### config.mk
export PLATFORM = sky130hd
export DESIGN_NAME = manchester_prog_access_lock
export DESIGN_NICKNAME = d
export VERILOG_FILES = /design/src/core/mpl_pkg.sv /design/src/core/manchester_prog_access_lock.sv /design/src/core/manchester_rx.sv
export SDC_FILE = /design/constraint.sdc
export NUM_CORES = 1
export LEC_CHECK = 0
export BUFFER_PORTS_ARGS = -buffer_cell sky130_fd_sc_hd__buf_2
export CORE_UTILIZATION = 60
export CTS_CLUSTER_DIAMETER = 150
export DETAILED_ROUTE_END_ITERATION = 8
export GPL_TIMING_DRIVEN = 0
export MAX_ROUTING_LAYER = met4
export PLACE_DENSITY = 0.89
export SETUP_SLACK_MARGIN = 0.15
export SYNTH_ARGS = -nofsm -noshare
export SYNTH_HDL_FRONTEND = slang
export SYNTH_HIERARCHICAL = 1
export SYNTH_SLANG_ARGS = --single-unit
### constraint.sdc
create_clock -name i_clock -period 7.7 [get_ports i_clock]
set_input_delay 1.54 -clock i_clock [delete_from_list [all_inputs] [get_ports i_clock]]
set_output_delay 1.54 -clock i_clock [all_outputs]
set_load 0.1 [all_outputs]
### src/core/mpl_pkg.sv
// Constants shared by the programming interface and its Manchester receiver
package mpl_pkg;
	localparam int CLK_HZ = 40_000_000;
	localparam int CLK_PER_US = CLK_HZ / 1_000_000;
	// Access window after power-up
	localparam int ACC_WINDOW_MS = 70;
	localparam int ACC_WINDOW_CYC = ACC_WINDOW_MS * (CLK_HZ / 1000);
	localparam int WIN_W = 22;
	// Read command end to acknowledge start, output held low meanwhile
	localparam int READ_DELAY_US = 50;
	localparam int READ_DELAY_CYC = READ_DELAY_US * CLK_PER_US;
	// Acknowledge end to normal output again
	localparam int ROUT_EN_US = 45;
	localparam int ROUT_EN_CYC = ROUT_EN_US * CLK_PER_US;
	localparam int TCNT_W = 12;
	// Bit timing: 4 kbps half bit is 125 us, 5000 cycles
	localparam int HALF_W = 13;
	localparam int RXCNT_W = 15;
	localparam logic [RXCNT_W-1:0] HALF_LIMIT = 15'h1fff;
	// Frame layout
	localparam int CMD_W = 2;
	localparam int ADDR_W = 6;
	localparam int DATA_W = 30;
	localparam int CRC_W = 3;
	localparam int WR_BITS = CMD_W + ADDR_W + DATA_W + CRC_W;
	localparam int RD_BITS = CMD_W + ADDR_W + CRC_W;
	localparam int ACK_BITS = DATA_W + CRC_W;
	localparam int NB_W = 6;
	localparam logic [CRC_W-1:0] CRC_INIT = 3'h7;
	localparam logic [CMD_W-1:0] CMD_WRITE = 2'h0;
	localparam logic [CMD_W-1:0] CMD_READ = 2'h1;
	localparam logic [CMD_W-1:0] CMD_ACCESS = 2'h2;
	localparam logic [ADDR_W-1:0] ACCESS_ADDR = 6'h24;
	// Arbitrary neutral customer access code
	localparam logic [DATA_W-1:0] ACCESS_CODE_DEF = 30'h15a5a5a5;
endpackage

### src/core/manchester_prog_access_lock.sv
// Programming serial interface with power-up default lock and permanent lock
`timescale 1ns/1ps
module manchester_prog_access_lock #(
	parameter int P_ACC_WINDOW_CYC = mpl_pkg::ACC_WINDOW_CYC,
	parameter logic [mpl_pkg::DATA_W-1:0] P_ACCESS_CODE = mpl_pkg::ACCESS_CODE_DEF
) (
	input wire logic i_clock,
	input wire logic i_rst_n,
	input wire logic i_vcc_man,
	input wire logic i_prog_strobe,
	input wire logic i_perm_lock_nv,
	input wire logic [mpl_pkg::DATA_W-1:0] i_mem_rdata,
	output logic [mpl_pkg::ADDR_W-1:0] o_mem_addr,
	output logic [mpl_pkg::DATA_W-1:0] o_mem_wdata,
	output logic o_mem_we,
	output logic o_out_o,
	output logic o_out_oe,
	output logic o_normal_en,
	output logic o_ee_gate,
	output logic o_unlocked
);
	import mpl_pkg::*;

	typedef enum logic [1:0] {T_IDLE, T_LOW, T_SEND, T_REL} tx_state_t;

	function automatic logic [CRC_W-1:0] crc_step(input logic [CRC_W-1:0] c, input logic b);
		logic fb;
		fb = c[2] ^ b;
		crc_step = {c[1], c[0] ^ fb, fb};
	endfunction

	function automatic logic [CRC_W-1:0] crc_word(input logic [DATA_W-1:0] d);
		logic [CRC_W-1:0] c;
		c = CRC_INIT;
		for (int i = DATA_W - 1; i >= 0; i--) begin
			c = crc_step(c, d[i]);
		end
		crc_word = c;
	endfunction

	logic rx_bit_vld, rx_bit, rx_end;
	logic [HALF_W-1:0] rx_half;

	manchester_rx u_rx (
		.i_clock(i_clock),
		.i_rst_n(i_rst_n),
		.i_line(i_vcc_man),
		.o_bit_vld(rx_bit_vld),
		.o_bit(rx_bit),
		.o_frame_end(rx_end),
		.o_half(rx_half)
	);

	logic [WR_BITS-1:0] sh_ff;
	logic [NB_W-1:0] nbits_ff;
	logic [CRC_W-1:0] crc_ff;
	logic [WIN_W-1:0] win_ff;
	logic perm_ff, cap_ff, pend_ff;
	logic st1_ff, st2_ff, st3_ff, st_lvl_ff, strobes_ff;
	tx_state_t tx_ff;
	logic [TCNT_W-1:0] tcnt_ff;
	logic [HALF_W-1:0] hcnt_ff;
	logic phase_ff;
	logic [ACK_BITS-1:0] ack_ff;
	logic [NB_W-1:0] abits_ff;

	// Frame decode, fields MSB first
	wire logic crc_ok = crc_ff == 3'h0;
	wire logic is_rd_frame = nbits_ff == NB_W'(RD_BITS);
	wire logic is_wr_frame = nbits_ff == NB_W'(WR_BITS);
	wire logic [CMD_W-1:0] rd_cmd = sh_ff[RD_BITS-1 -: CMD_W];
	wire logic [ADDR_W-1:0] rd_addr = sh_ff[RD_BITS-CMD_W-1 -: ADDR_W];
	wire logic [CMD_W-1:0] wr_cmd = sh_ff[WR_BITS-1 -: CMD_W];
	wire logic [ADDR_W-1:0] wr_addr = sh_ff[WR_BITS-CMD_W-1 -: ADDR_W];
	wire logic [DATA_W-1:0] wr_data = sh_ff[CRC_W +: DATA_W];
	wire logic frame_ok = rx_end && crc_ok && tx_ff == T_IDLE;
	wire logic win_open = win_ff < WIN_W'(P_ACC_WINDOW_CYC);
	wire logic do_read = frame_ok && is_rd_frame && rd_cmd == CMD_READ && o_unlocked;
	wire logic do_write = frame_ok && is_wr_frame && wr_cmd == CMD_WRITE && o_unlocked;
	wire logic code_ok = wr_cmd == CMD_ACCESS && wr_addr == ACCESS_ADDR && wr_data == P_ACCESS_CODE;
	// Late or wrong codes are ignored; the stored lock bit wins over any code
	wire logic do_unlock = frame_ok && is_wr_frame && code_ok && win_open && cap_ff && !perm_ff;
	wire logic nxt_st_lvl = (st2_ff == st3_ff) ? st3_ff : st_lvl_ff;
	wire logic strobe_rise = nxt_st_lvl && !st_lvl_ff;
	wire logic strobe_fall = !nxt_st_lvl && st_lvl_ff;
	wire logic half_done = hcnt_ff == rx_half;

	always_ff @(posedge i_clock) begin
		if (!i_rst_n) begin
			st1_ff <= 1'b0;
			st2_ff <= 1'b0;
			st3_ff <= 1'b0;
		end else begin
			st1_ff <= i_prog_strobe;
			st2_ff <= st1_ff;
			st3_ff <= st2_ff;
		end
	end

	// Frame assembly; CRC over all bits after sync leaves zero on a good frame
	always_ff @(posedge i_clock) begin
		if (!i_rst_n || rx_end) begin
			sh_ff <= '0;
			nbits_ff <= '0;
			crc_ff <= CRC_INIT;
		end else if (rx_bit_vld) begin
			sh_ff <= {sh_ff[WR_BITS-2:0], rx_bit};
			nbits_ff <= (nbits_ff == 6'h3f) ? nbits_ff : nbits_ff + 6'h1;
			crc_ff <= crc_step(crc_ff, rx_bit);
		end
	end

	// Lock state lives only in this session; reset is the power-on reset
	always_ff @(posedge i_clock) begin
		if (!i_rst_n) begin
			win_ff <= '0;
			cap_ff <= 1'b0;
			perm_ff <= 1'b0;
			o_unlocked <= 1'b0;
		end else begin
			if (win_open) begin
				win_ff <= win_ff + 22'h1;
			end
			if (!cap_ff) begin
				// Lock bit written now is only seen at the next power-up
				cap_ff <= 1'b1;
				perm_ff <= i_perm_lock_nv;
			end
			if (do_unlock) begin
				o_unlocked <= 1'b1;
			end
		end
	end

	// Standard write waits for strobes on this device's own output pin
	always_ff @(posedge i_clock) begin
		if (!i_rst_n) begin
			st_lvl_ff <= 1'b0;
			pend_ff <= 1'b0;
			strobes_ff <= 1'b0;
			o_mem_addr <= '0;
			o_mem_wdata <= '0;
			o_mem_we <= 1'b0;
			o_ee_gate <= 1'b0;
		end else begin
			st_lvl_ff <= nxt_st_lvl;
			o_mem_we <= 1'b0;
			o_ee_gate <= pend_ff && nxt_st_lvl;
			if (do_write) begin
				pend_ff <= 1'b1;
				strobes_ff <= 1'b0;
				o_mem_addr <= wr_addr;
				o_mem_wdata <= wr_data;
			end else if (do_read) begin
				pend_ff <= 1'b0;
				o_mem_addr <= rd_addr;
			end else if (pend_ff && strobe_rise && !strobes_ff) begin
				o_mem_we <= 1'b1;
			end else if (pend_ff && strobe_fall) begin
				strobes_ff <= 1'b1;
				pend_ff <= !strobes_ff;
			end
		end
	end

	// Acknowledge only follows a read, timed by the measured half bit
	always_ff @(posedge i_clock) begin
		if (!i_rst_n) begin
			tx_ff <= T_IDLE;
			tcnt_ff <= '0;
			hcnt_ff <= '0;
			phase_ff <= 1'b0;
			ack_ff <= '0;
			abits_ff <= '0;
			o_out_o <= 1'b0;
			o_out_oe <= 1'b0;
			o_normal_en <= 1'b1;
		end else begin
			tcnt_ff <= tcnt_ff + 12'h1;
			unique case (tx_ff)
				T_IDLE: begin
					tcnt_ff <= '0;
					if (do_read) begin
						tx_ff <= T_LOW;
						o_normal_en <= 1'b0;
						o_out_oe <= 1'b1;
						o_out_o <= 1'b0;
					end
				end
				T_LOW: begin
					if (tcnt_ff == TCNT_W'(READ_DELAY_CYC - 1)) begin
						tx_ff <= T_SEND;
						ack_ff <= {i_mem_rdata, crc_word(i_mem_rdata)};
						abits_ff <= '0;
						hcnt_ff <= '0;
						phase_ff <= 1'b0;
						o_out_o <= i_mem_rdata[DATA_W-1];
					end
				end
				T_SEND: begin
					hcnt_ff <= hcnt_ff + 13'h1;
					if (half_done) begin
						hcnt_ff <= '0;
						phase_ff <= !phase_ff;
						if (!phase_ff) begin
							o_out_o <= !ack_ff[ACK_BITS-1];
						end else if (abits_ff == NB_W'(ACK_BITS - 1)) begin
							tx_ff <= T_REL;
							tcnt_ff <= '0;
							o_out_oe <= 1'b0;
						end else begin
							abits_ff <= abits_ff + 6'h1;
							ack_ff <= {ack_ff[ACK_BITS-2:0], 1'b0};
							o_out_o <= ack_ff[ACK_BITS-2];
						end
					end
				end
				T_REL: begin
					if (tcnt_ff == TCNT_W'(ROUT_EN_CYC - 1)) begin
						tx_ff <= T_IDLE;
						o_normal_en <= 1'b1;
					end
				end
			endcase
		end
	end
endmodule // manchester_prog_access_lock

### src/core/manchester_rx.sv
// Manchester receiver that measures the half-bit period from the frame's sync bit
`timescale 1ns/1ps
module manchester_rx (
	input wire logic i_clock,
	input wire logic i_rst_n,
	input wire logic i_line,
	output logic o_bit_vld,
	output logic o_bit,
	output logic o_frame_end,
	output logic [mpl_pkg::HALF_W-1:0] o_half
);
	import mpl_pkg::*;

	typedef enum logic [1:0] {RX_IDLE, RX_MEAS, RX_RUN} rx_state_t;

	rx_state_t state_ff;
	logic s1_ff, s2_ff, s3_ff, lvl_ff;
	logic [RXCNT_W-1:0] cnt_ff;
	wire logic nxt_lvl = (s2_ff == s3_ff) ? s3_ff : lvl_ff;
	wire logic edge_seen = nxt_lvl != lvl_ff;
	wire logic [RXCNT_W-1:0] half_x = {2'h0, o_half};
	// Mid-bit edges arrive near two half periods, boundary edges near one
	wire logic mid_edge = cnt_ff >= half_x + (half_x >> 1);
	wire logic timeout = cnt_ff > half_x + half_x + half_x;

	// Idle level in reset, so no false edge follows a short reset
	always_ff @(posedge i_clock) begin
		if (!i_rst_n) begin
			s1_ff <= 1'b1;
			s2_ff <= 1'b1;
			s3_ff <= 1'b1;
		end else begin
			s1_ff <= i_line;
			s2_ff <= s1_ff;
			s3_ff <= s2_ff;
		end
	end

	always_ff @(posedge i_clock) begin
		if (!i_rst_n) begin
			lvl_ff <= 1'b1;
			state_ff <= RX_IDLE;
			cnt_ff <= '0;
			o_half <= '0;
			o_bit_vld <= 1'b0;
			o_bit <= 1'b0;
			o_frame_end <= 1'b0;
		end else begin
			lvl_ff <= nxt_lvl;
			o_bit_vld <= 1'b0;
			o_frame_end <= 1'b0;
			cnt_ff <= cnt_ff + 15'h1;
			unique case (state_ff)
				RX_IDLE: begin
					cnt_ff <= '0;
					if (edge_seen && !nxt_lvl) begin
						state_ff <= RX_MEAS;
					end
				end
				RX_MEAS: begin
					if (edge_seen) begin
						o_half <= cnt_ff[HALF_W-1:0];
						cnt_ff <= '0;
						state_ff <= RX_RUN;
					end else if (cnt_ff == HALF_LIMIT) begin
						state_ff <= RX_IDLE;
					end
				end
				RX_RUN: begin
					if (timeout) begin
						o_frame_end <= 1'b1;
						state_ff <= RX_IDLE;
					end else if (edge_seen && mid_edge) begin
						o_bit_vld <= 1'b1;
						o_bit <= !nxt_lvl;
						cnt_ff <= '0;
					end
				end
			endcase
		end
	end
endmodule // manchester_rx

# Word-level counts from Yosys, hierarchy flattened
# Cells that the tools add are included.
[classes]
addsub = 9
mul = 0
div = 0
order_cmp = 3
eq_ne = 32
shifts = 0
muxes = 61
n_bitwise = 67
n_reduce_logical = 58
[op_table]
columns = ["op", "n"]
rows = [
  ["$mux 33", 4],
  ["$pmux 33 s2", 1],
  ["$xor 1x1->1", 59],
  ["$mux 15", 3],
  ["$pmux 15 s3", 1],
  ["$mux 12", 3],
  ["$mux 6", 6],
  ["$eq 30x29->1 const B", 1],
  ["$mux 13", 2],
  ["$pmux 13 s2", 1],
  ["$eq 12x11->1 const B", 2],
  ["$eq 6x6->1 const B", 4],
  ["$pmux 12 s2", 1],
  ["$add 22x1->22 const B", 1],
  ["$logic_and 1x1->1", 22],
  ["$lt 22x22->1 const B", 1],
  ["$mux 1", 22],
  ["$mux 2", 10],
  ["$add 15x1->15 const B", 1],
  ["$add 15x13->15", 1],
  ["$eq 15x13->1 const B", 1],
  ["$ge 15x15->1", 1],
  ["$gt 15x15->1", 1],
  ["$reduce_and 3->1", 5],
  ["32 further kinds", 76],
]
[word_totals]
reg_bits = 226
latchBits = 0
ramBits = 0
rom_bits = 0
input_bits = 35
output_inout_bits = 42
word_cells = 266
n_memories = 0

# Longest topological paths before layout
[depth]
word_depth = 32
depth_mapped = 18
depth_no_buf = 17

# Hierarchy
# Netlist, hierarchy kept.
[modules_own_cells]
columns = ["mod", "n_inst", "cells_per_inst", "area_per_inst_um2", "seq_area_each_um2"]
rows = [
  ["manchester_prog_access_lock", 1, 940, 8486.9, 3783.6],
  ["manchester_rx", 1, 344, 3064.2, 740.7],
]

# Worst setup path after synthesis
# OpenSTA, ideal clock, no wires.
[synth_timing]
path_kind = "register -> register"
start = "register u_rx/o_half[1] (netlist bit)"
end = "register u_rx.cnt_ff[10]"
setup_time_ns = 0.136
arrival_time_ns = 3.410
required_time_ns = 7.564
slack_ns = 4.154
stages_incl_launch_ff = 17
path_buffers = 1
period_less_slack_ns = 3.546
path_cell_list = "dfxtp_1 ha_1 fa_1 a211o_1 a211oi_4 xor2_1 ha_1 o211ai_1 nor2_1 o21ai_0 a21boi_0 o221ai_1 nand2_1 a22oi_2 o311ai_4 buf_6 nor3_2"
[synth_via]
elab_chain_len = 6
elab_cells_between_ends = 9
classes_between = "add/sub (3); order compare (2); mux (3); reduce/logical (1)"
[synth_lines]
columns = ["element", "line", "source"]
rows = [
  ["from (decl)", "manchester_rx.sv:10", "output logic [mpl_pkg::HALF_W-1:0] o_half"],
  ["from (signal assigned)", "manchester_rx.sv:62", "o_half <= cnt_ff[HALF_W-1:0];"],
  ["parallel branches: the longest is 4 deep, another holds $add 15x13->15", "n/a", ""],
  ["$mux 15 (*)", "manchester_rx.sv:70", "if (timeout) begin"],
  ["$pmux 15 s3 (*)", "manchester_rx.sv:53", "unique case (state_ff)"],
  ["to (signal assigned)", "manchester_rx.sv:52", "cnt_ff <= cnt_ff + 15'h1;"],
  ["to (decl)", "manchester_rx.sv:18", "logic [RXCNT_W-1:0] cnt_ff;"],
]
# Mark *: on every way between the ends.
# A chain may end at the register's enable or synchronous reset.

# Worst setup path in the final report
[layout_timing]
start = "register u_rx/o_half[1] (netlist bit)"
end = "register u_rx.cnt_ff[13]"
# The elaborated chain is that of the path after synthesis.

==> results.md <==
- Leaving out fill and tap cells, the most frequent cells in the layout are dfxtp_1 (226), nand2_1 (134), nor2_1 (113), a21oi_1 (104), buf_2 (86).
- At the pin with the least slew margin, the transition time is 0.7297 ns.
- Adding up every negative setup slack in the final design gives 0 ns.
- After synthesis the cells add up to 0.01155 mm2.
- In this run, the number of DRC markers left after iteration 0 of detailed routing was 664.
- The tightest min-delay check is of the reg2reg type.
- The average cell area after synthesis is 8.996 um2.
- The weighted congestion reported at the end of routability-driven placement is 0.9020.
- The path with the worst hold slack has its endpoint at u_rx/s2_ff.
- The number of antenna violations at the first check in global routing was 0.
- The worst setup slack for register-to-register paths is 3.59 ns.
- The height of the die is 140.8 um.
- Across the run, the number of max-cap violations was 0.
- The count of nets left with antenna violations once routing finished came out at 0.
- The static power due to leakage is 0.004859 uW.
- The clock share of power is 0.457.
- The synthesized netlist net count is 1368.
- The post-cts gate resize count is 0.
- The count of warnings emitted by yosys is 6.
- Of the total power, registers draw 0.451.
- The via count of the first global-routing pass is 9570.
- The number of search-and-repair iterations in the first detailed-routing pass is 5.
- The predominant post-synthesis flop cell is dfxtp_1.
- The final cell area excluding filler cells is 0.01307 mm2.
- The standard cell area after detailed placement is 0.01222 mm2.
- The master cell of the clock root buffer is clkbuf_16.
- The flip-flop and latch area is 0.004524 mm2.
- The first global-routing pass estimated 45.32 mm of wire.
- The internal portion of the total power is 2036 uW.
- In the finished design, the share of the clock period the worst path needs comes to 0.5333.
- For the finished layout, the period the worst path requires is 4.106 ns.
- Port buffering added 76 buffers.
- The clock insertion delay at the later pin of the skew report is 0.53 ns.
- For this run, the post-layout net count is 1470.
- The pin count of the biggest net entering global routing is 15.
- The synthesized design contains 226 register bits.
- The count of endpoints failing hold in the final timing report came to 0.
- The total of hold buffers inserted after clock tree synthesis is 0.
- Of the total power, combinational logic draws 0.092.
- Counting flops with a built-in enable in the synthesized netlist gives 0.
- The achievable clock frequency is 243.5 MHz.
- Power comes to 2663 uW.
- Of the synthesized area, sequential elements account for 0.3917.
- The worst register-to-register path begins at u_rx/o_half[1].
- Setup repair after global routing left no endpoint under its margin.
- After clock tree synthesis, the clock-pin slew on the worst setup and hold paths is 0.06 ns.
- The worst hold path stage count is 1.
- The number of top-level pins is 77.
- Once detailed placement completed, the half-perimeter wirelength came to 18.99 mm.
- The aggregate global-route resource usage is 0.2842.
- The share of synthesized flip-flops with an asynchronous set or reset is 0.
- The proportion of layout cells with a drive suffix above 1 is 0.1262.
- In this run, placement finished with an instance count of 1594.
- The routed layout has 9860 vias.
- The core region is 0.01877 mm2.
- The number of levels in the clock H-tree is 1.
- The arrival time at the worst endpoint is 4.49 ns.
- The die outline width is 140.8 um.
- The required arrival time at the worst endpoint is 8.08 ns.
- The type of destination of the critical path is a register.
- The number of buffers added by the clock tree synthesis step is 24.
- The post-detailed-route DRC marker count is 0.
- The maximum buffer depth of the clock tree is 3.
- For this block, the routed nets add up to 27.15 mm of wire.
- Leaving out fill and tap cells, the most frequent cell in the layout is dfxtp_1.
- After technology mapping, the gate count stands at 1284.
- The area growth from synthesis to layout is 13.11%.
- The worst slew slack as a fraction of its limit is 0.5135.
- The critical path in this run is classified as reg2reg.
- Setup violations remaining at the end of the flow were counted as 0.
- The flow ran to the end, and the final reports show no timing, DRC or antenna violations.
- The worst vdd rail ir drop is 0.1446 mV.
- The path depth of the worst reg2reg path is 16.
- The destination of the worst register-to-register timing path is u_rx/cnt_ff[13].
- The largest fanout of any net on the critical path is 10.
- After clock tree synthesis, the setup repair step added 0 buffers.
- Fill cells in the final layout number 1385.
- The beginning of the worst hold path is u_rx/s1_ff.
- The worst setup skew after layout is 0.02120 ns.
- The number of placement rows is 50.
- The switching power of the nets is 626.6 uW.
- The final max-slew violation count is 0.
- The nature of the critical path startpoint is a register.
- In the final routed layout, each cell accounts on average for 16.59 um.
- The footprint of the multi-input gates is 0.006604 mm2.
- The full die area is 0.01981 mm2.
- The power density over the cells is 203.8 mW/mm2.
- For this run the aggregate overflow at the end of global routing stands at 0.
- The TritonCTS clock tree is yes.
- The switching fraction of total power is 0.2353.
- The number of antenna diodes in the final layout is 0.
- The number of distinct standard cells referenced by the synthesized netlist is 85.
- The clock net in this run drives a total of 226 sinks.
- The share of the core filled with cells is 0.6961.
- The finished layout holds 1637 standard cells, fillers aside.
- The mean number of vias per cell is 6.023.
- The starting density of the core is 0.6155.
==> registers in the layout (all words and copies together), names as in the netlist, 2 cells and up <==
register and flops:
abits_ff 6, ack_ff 33, crc_ff 3, hcnt_ff 13
nbits_ff 6, o_mem_addr 6, o_mem_wdata 30, sh_ff 41
tcnt_ff 12, tx_ff 2, u_rx/cnt_ff 15, u_rx/o_half 13
u_rx/state_ff 2, win_ff 22
==> layer usage <==
layer,routed length [um],GRT usage
met5,0,-
met4,663,0.1013
met3,1674,0.04891
met2,13010,0.4742
met1,11800,0.3459
==> power by group through the flow <==
stage	sequential, uW	combinational (uW)	clock, uW
after detailed placement	1230	239	0
after global placement	1230	233	0
after floorplan	1230	177	0
after CTS	1200	242	1230
final	1200	244	1220
after global routing	1200	265	1290
==> stage by stage <==
step | setup slack, ns | hold slack, ns
floorplan | 4.154 | 0.3863
global placement | 3.712 | 0.3914
detailed placement | 3.653 | 0.3975
CTS | 3.609 | 0.4119
global route | 3.304 | 0.4195
finish | 3.594 | 0.4108
==> synthesized netlist by cell type, drive strengths merged (5+ instances only) <==
cell,number,share of area
nor2,113,0.037
or4,8,0.0052
a21oi,108,0.049
buf,23,0.011
o21a,12,0.0079
o211ai,6,0.0039
inv,31,0.010
or2,6,0.0032
xor2,40,0.030
nand3,37,0.016
a211oi,42,0.028
mux2i,84,0.073
or3,15,0.0081
nand4b,5,0.0038
a21boi,16,0.010
and2,13,0.0076
clkbuf,46,0.015
nor3,30,0.018
nand2b,10,0.0054
xnor3,7,0.014
nand4,21,0.011
and4,5,0.0038
dfxtp,226,0.39
and3,12,0.0065
ha,48,0.052
nor4,11,0.0070
o31ai,14,0.011
nand2,134,0.044
a21o,11,0.0073
o21ai,30,0.013
xnor2,53,0.040
==> final cells by class <==
type	instances	area share
Clock inverter	12	0.01331
Multi-Input combinational cell	956	0.5055
Timing Repair Buffer	76	0.02911
Inverter	32	0.009194
Tap cell	234	0.02241
Clock buffer	31	0.05104
Buffer	70	0.02318
Sequential cell	226	0.3463
==> cells by family (layout without fill, tap and decap cells) <==
| logic type | count (synthesis) | in the layout | synth area share |
|---|---|---|---|
| compound gates | 278 | 278 | 0.1645 |
| flops | 226 | 226 | 0.3917 |
| xor+xnor | 100 | 100 | 0.08416 |
| fa+ha+maj | 50 | 50 | 0.05459 |
| simple gates | 444 | 444 | 0.1956 |
| buf+inv | 102 | 221 | 0.03661 |
| mux | 84 | 84 | 0.07279 |
==> critical path, stage by stage (launching register included) <==
cell and delay (ns):
dfxtp_1 0.40, ha_1 0.25, fa_1 0.43, a211o_1 0.38, a211oi_4 0.35, xor2_1 0.16, ha_1 0.32, o211ai_1 0.08
nor2_1 0.12, o21ai_0 0.14, a21boi_0 0.20, o221ai_1 0.14, nand2_1 0.11, a22oi_2 0.09, o311ai_4 0.50, buf_6 0.23
nor3_2 0.06
==> how the worst max path moves through the flow <==
| stage | start | to | cells after the start |
|---|---|---|---|
| floorplan | u_rx/o_half[1] | u_rx/cnt_ff[10] | 16 |
| global placement | u_rx/o_half[1] | u_rx/cnt_ff[12] | 16 |
| detailed placement | u_rx/o_half[1] | u_rx/cnt_ff[13] | 16 |
| CTS | u_rx/o_half[1] | u_rx/cnt_ff[13] | 16 |
| global route | u_rx/o_half[1] | u_rx/cnt_ff[13] | 16 |
| finish | u_rx/o_half[1] | u_rx/cnt_ff[13] | 16 |
No activity file was read; power rests on OpenSTA's default activity.
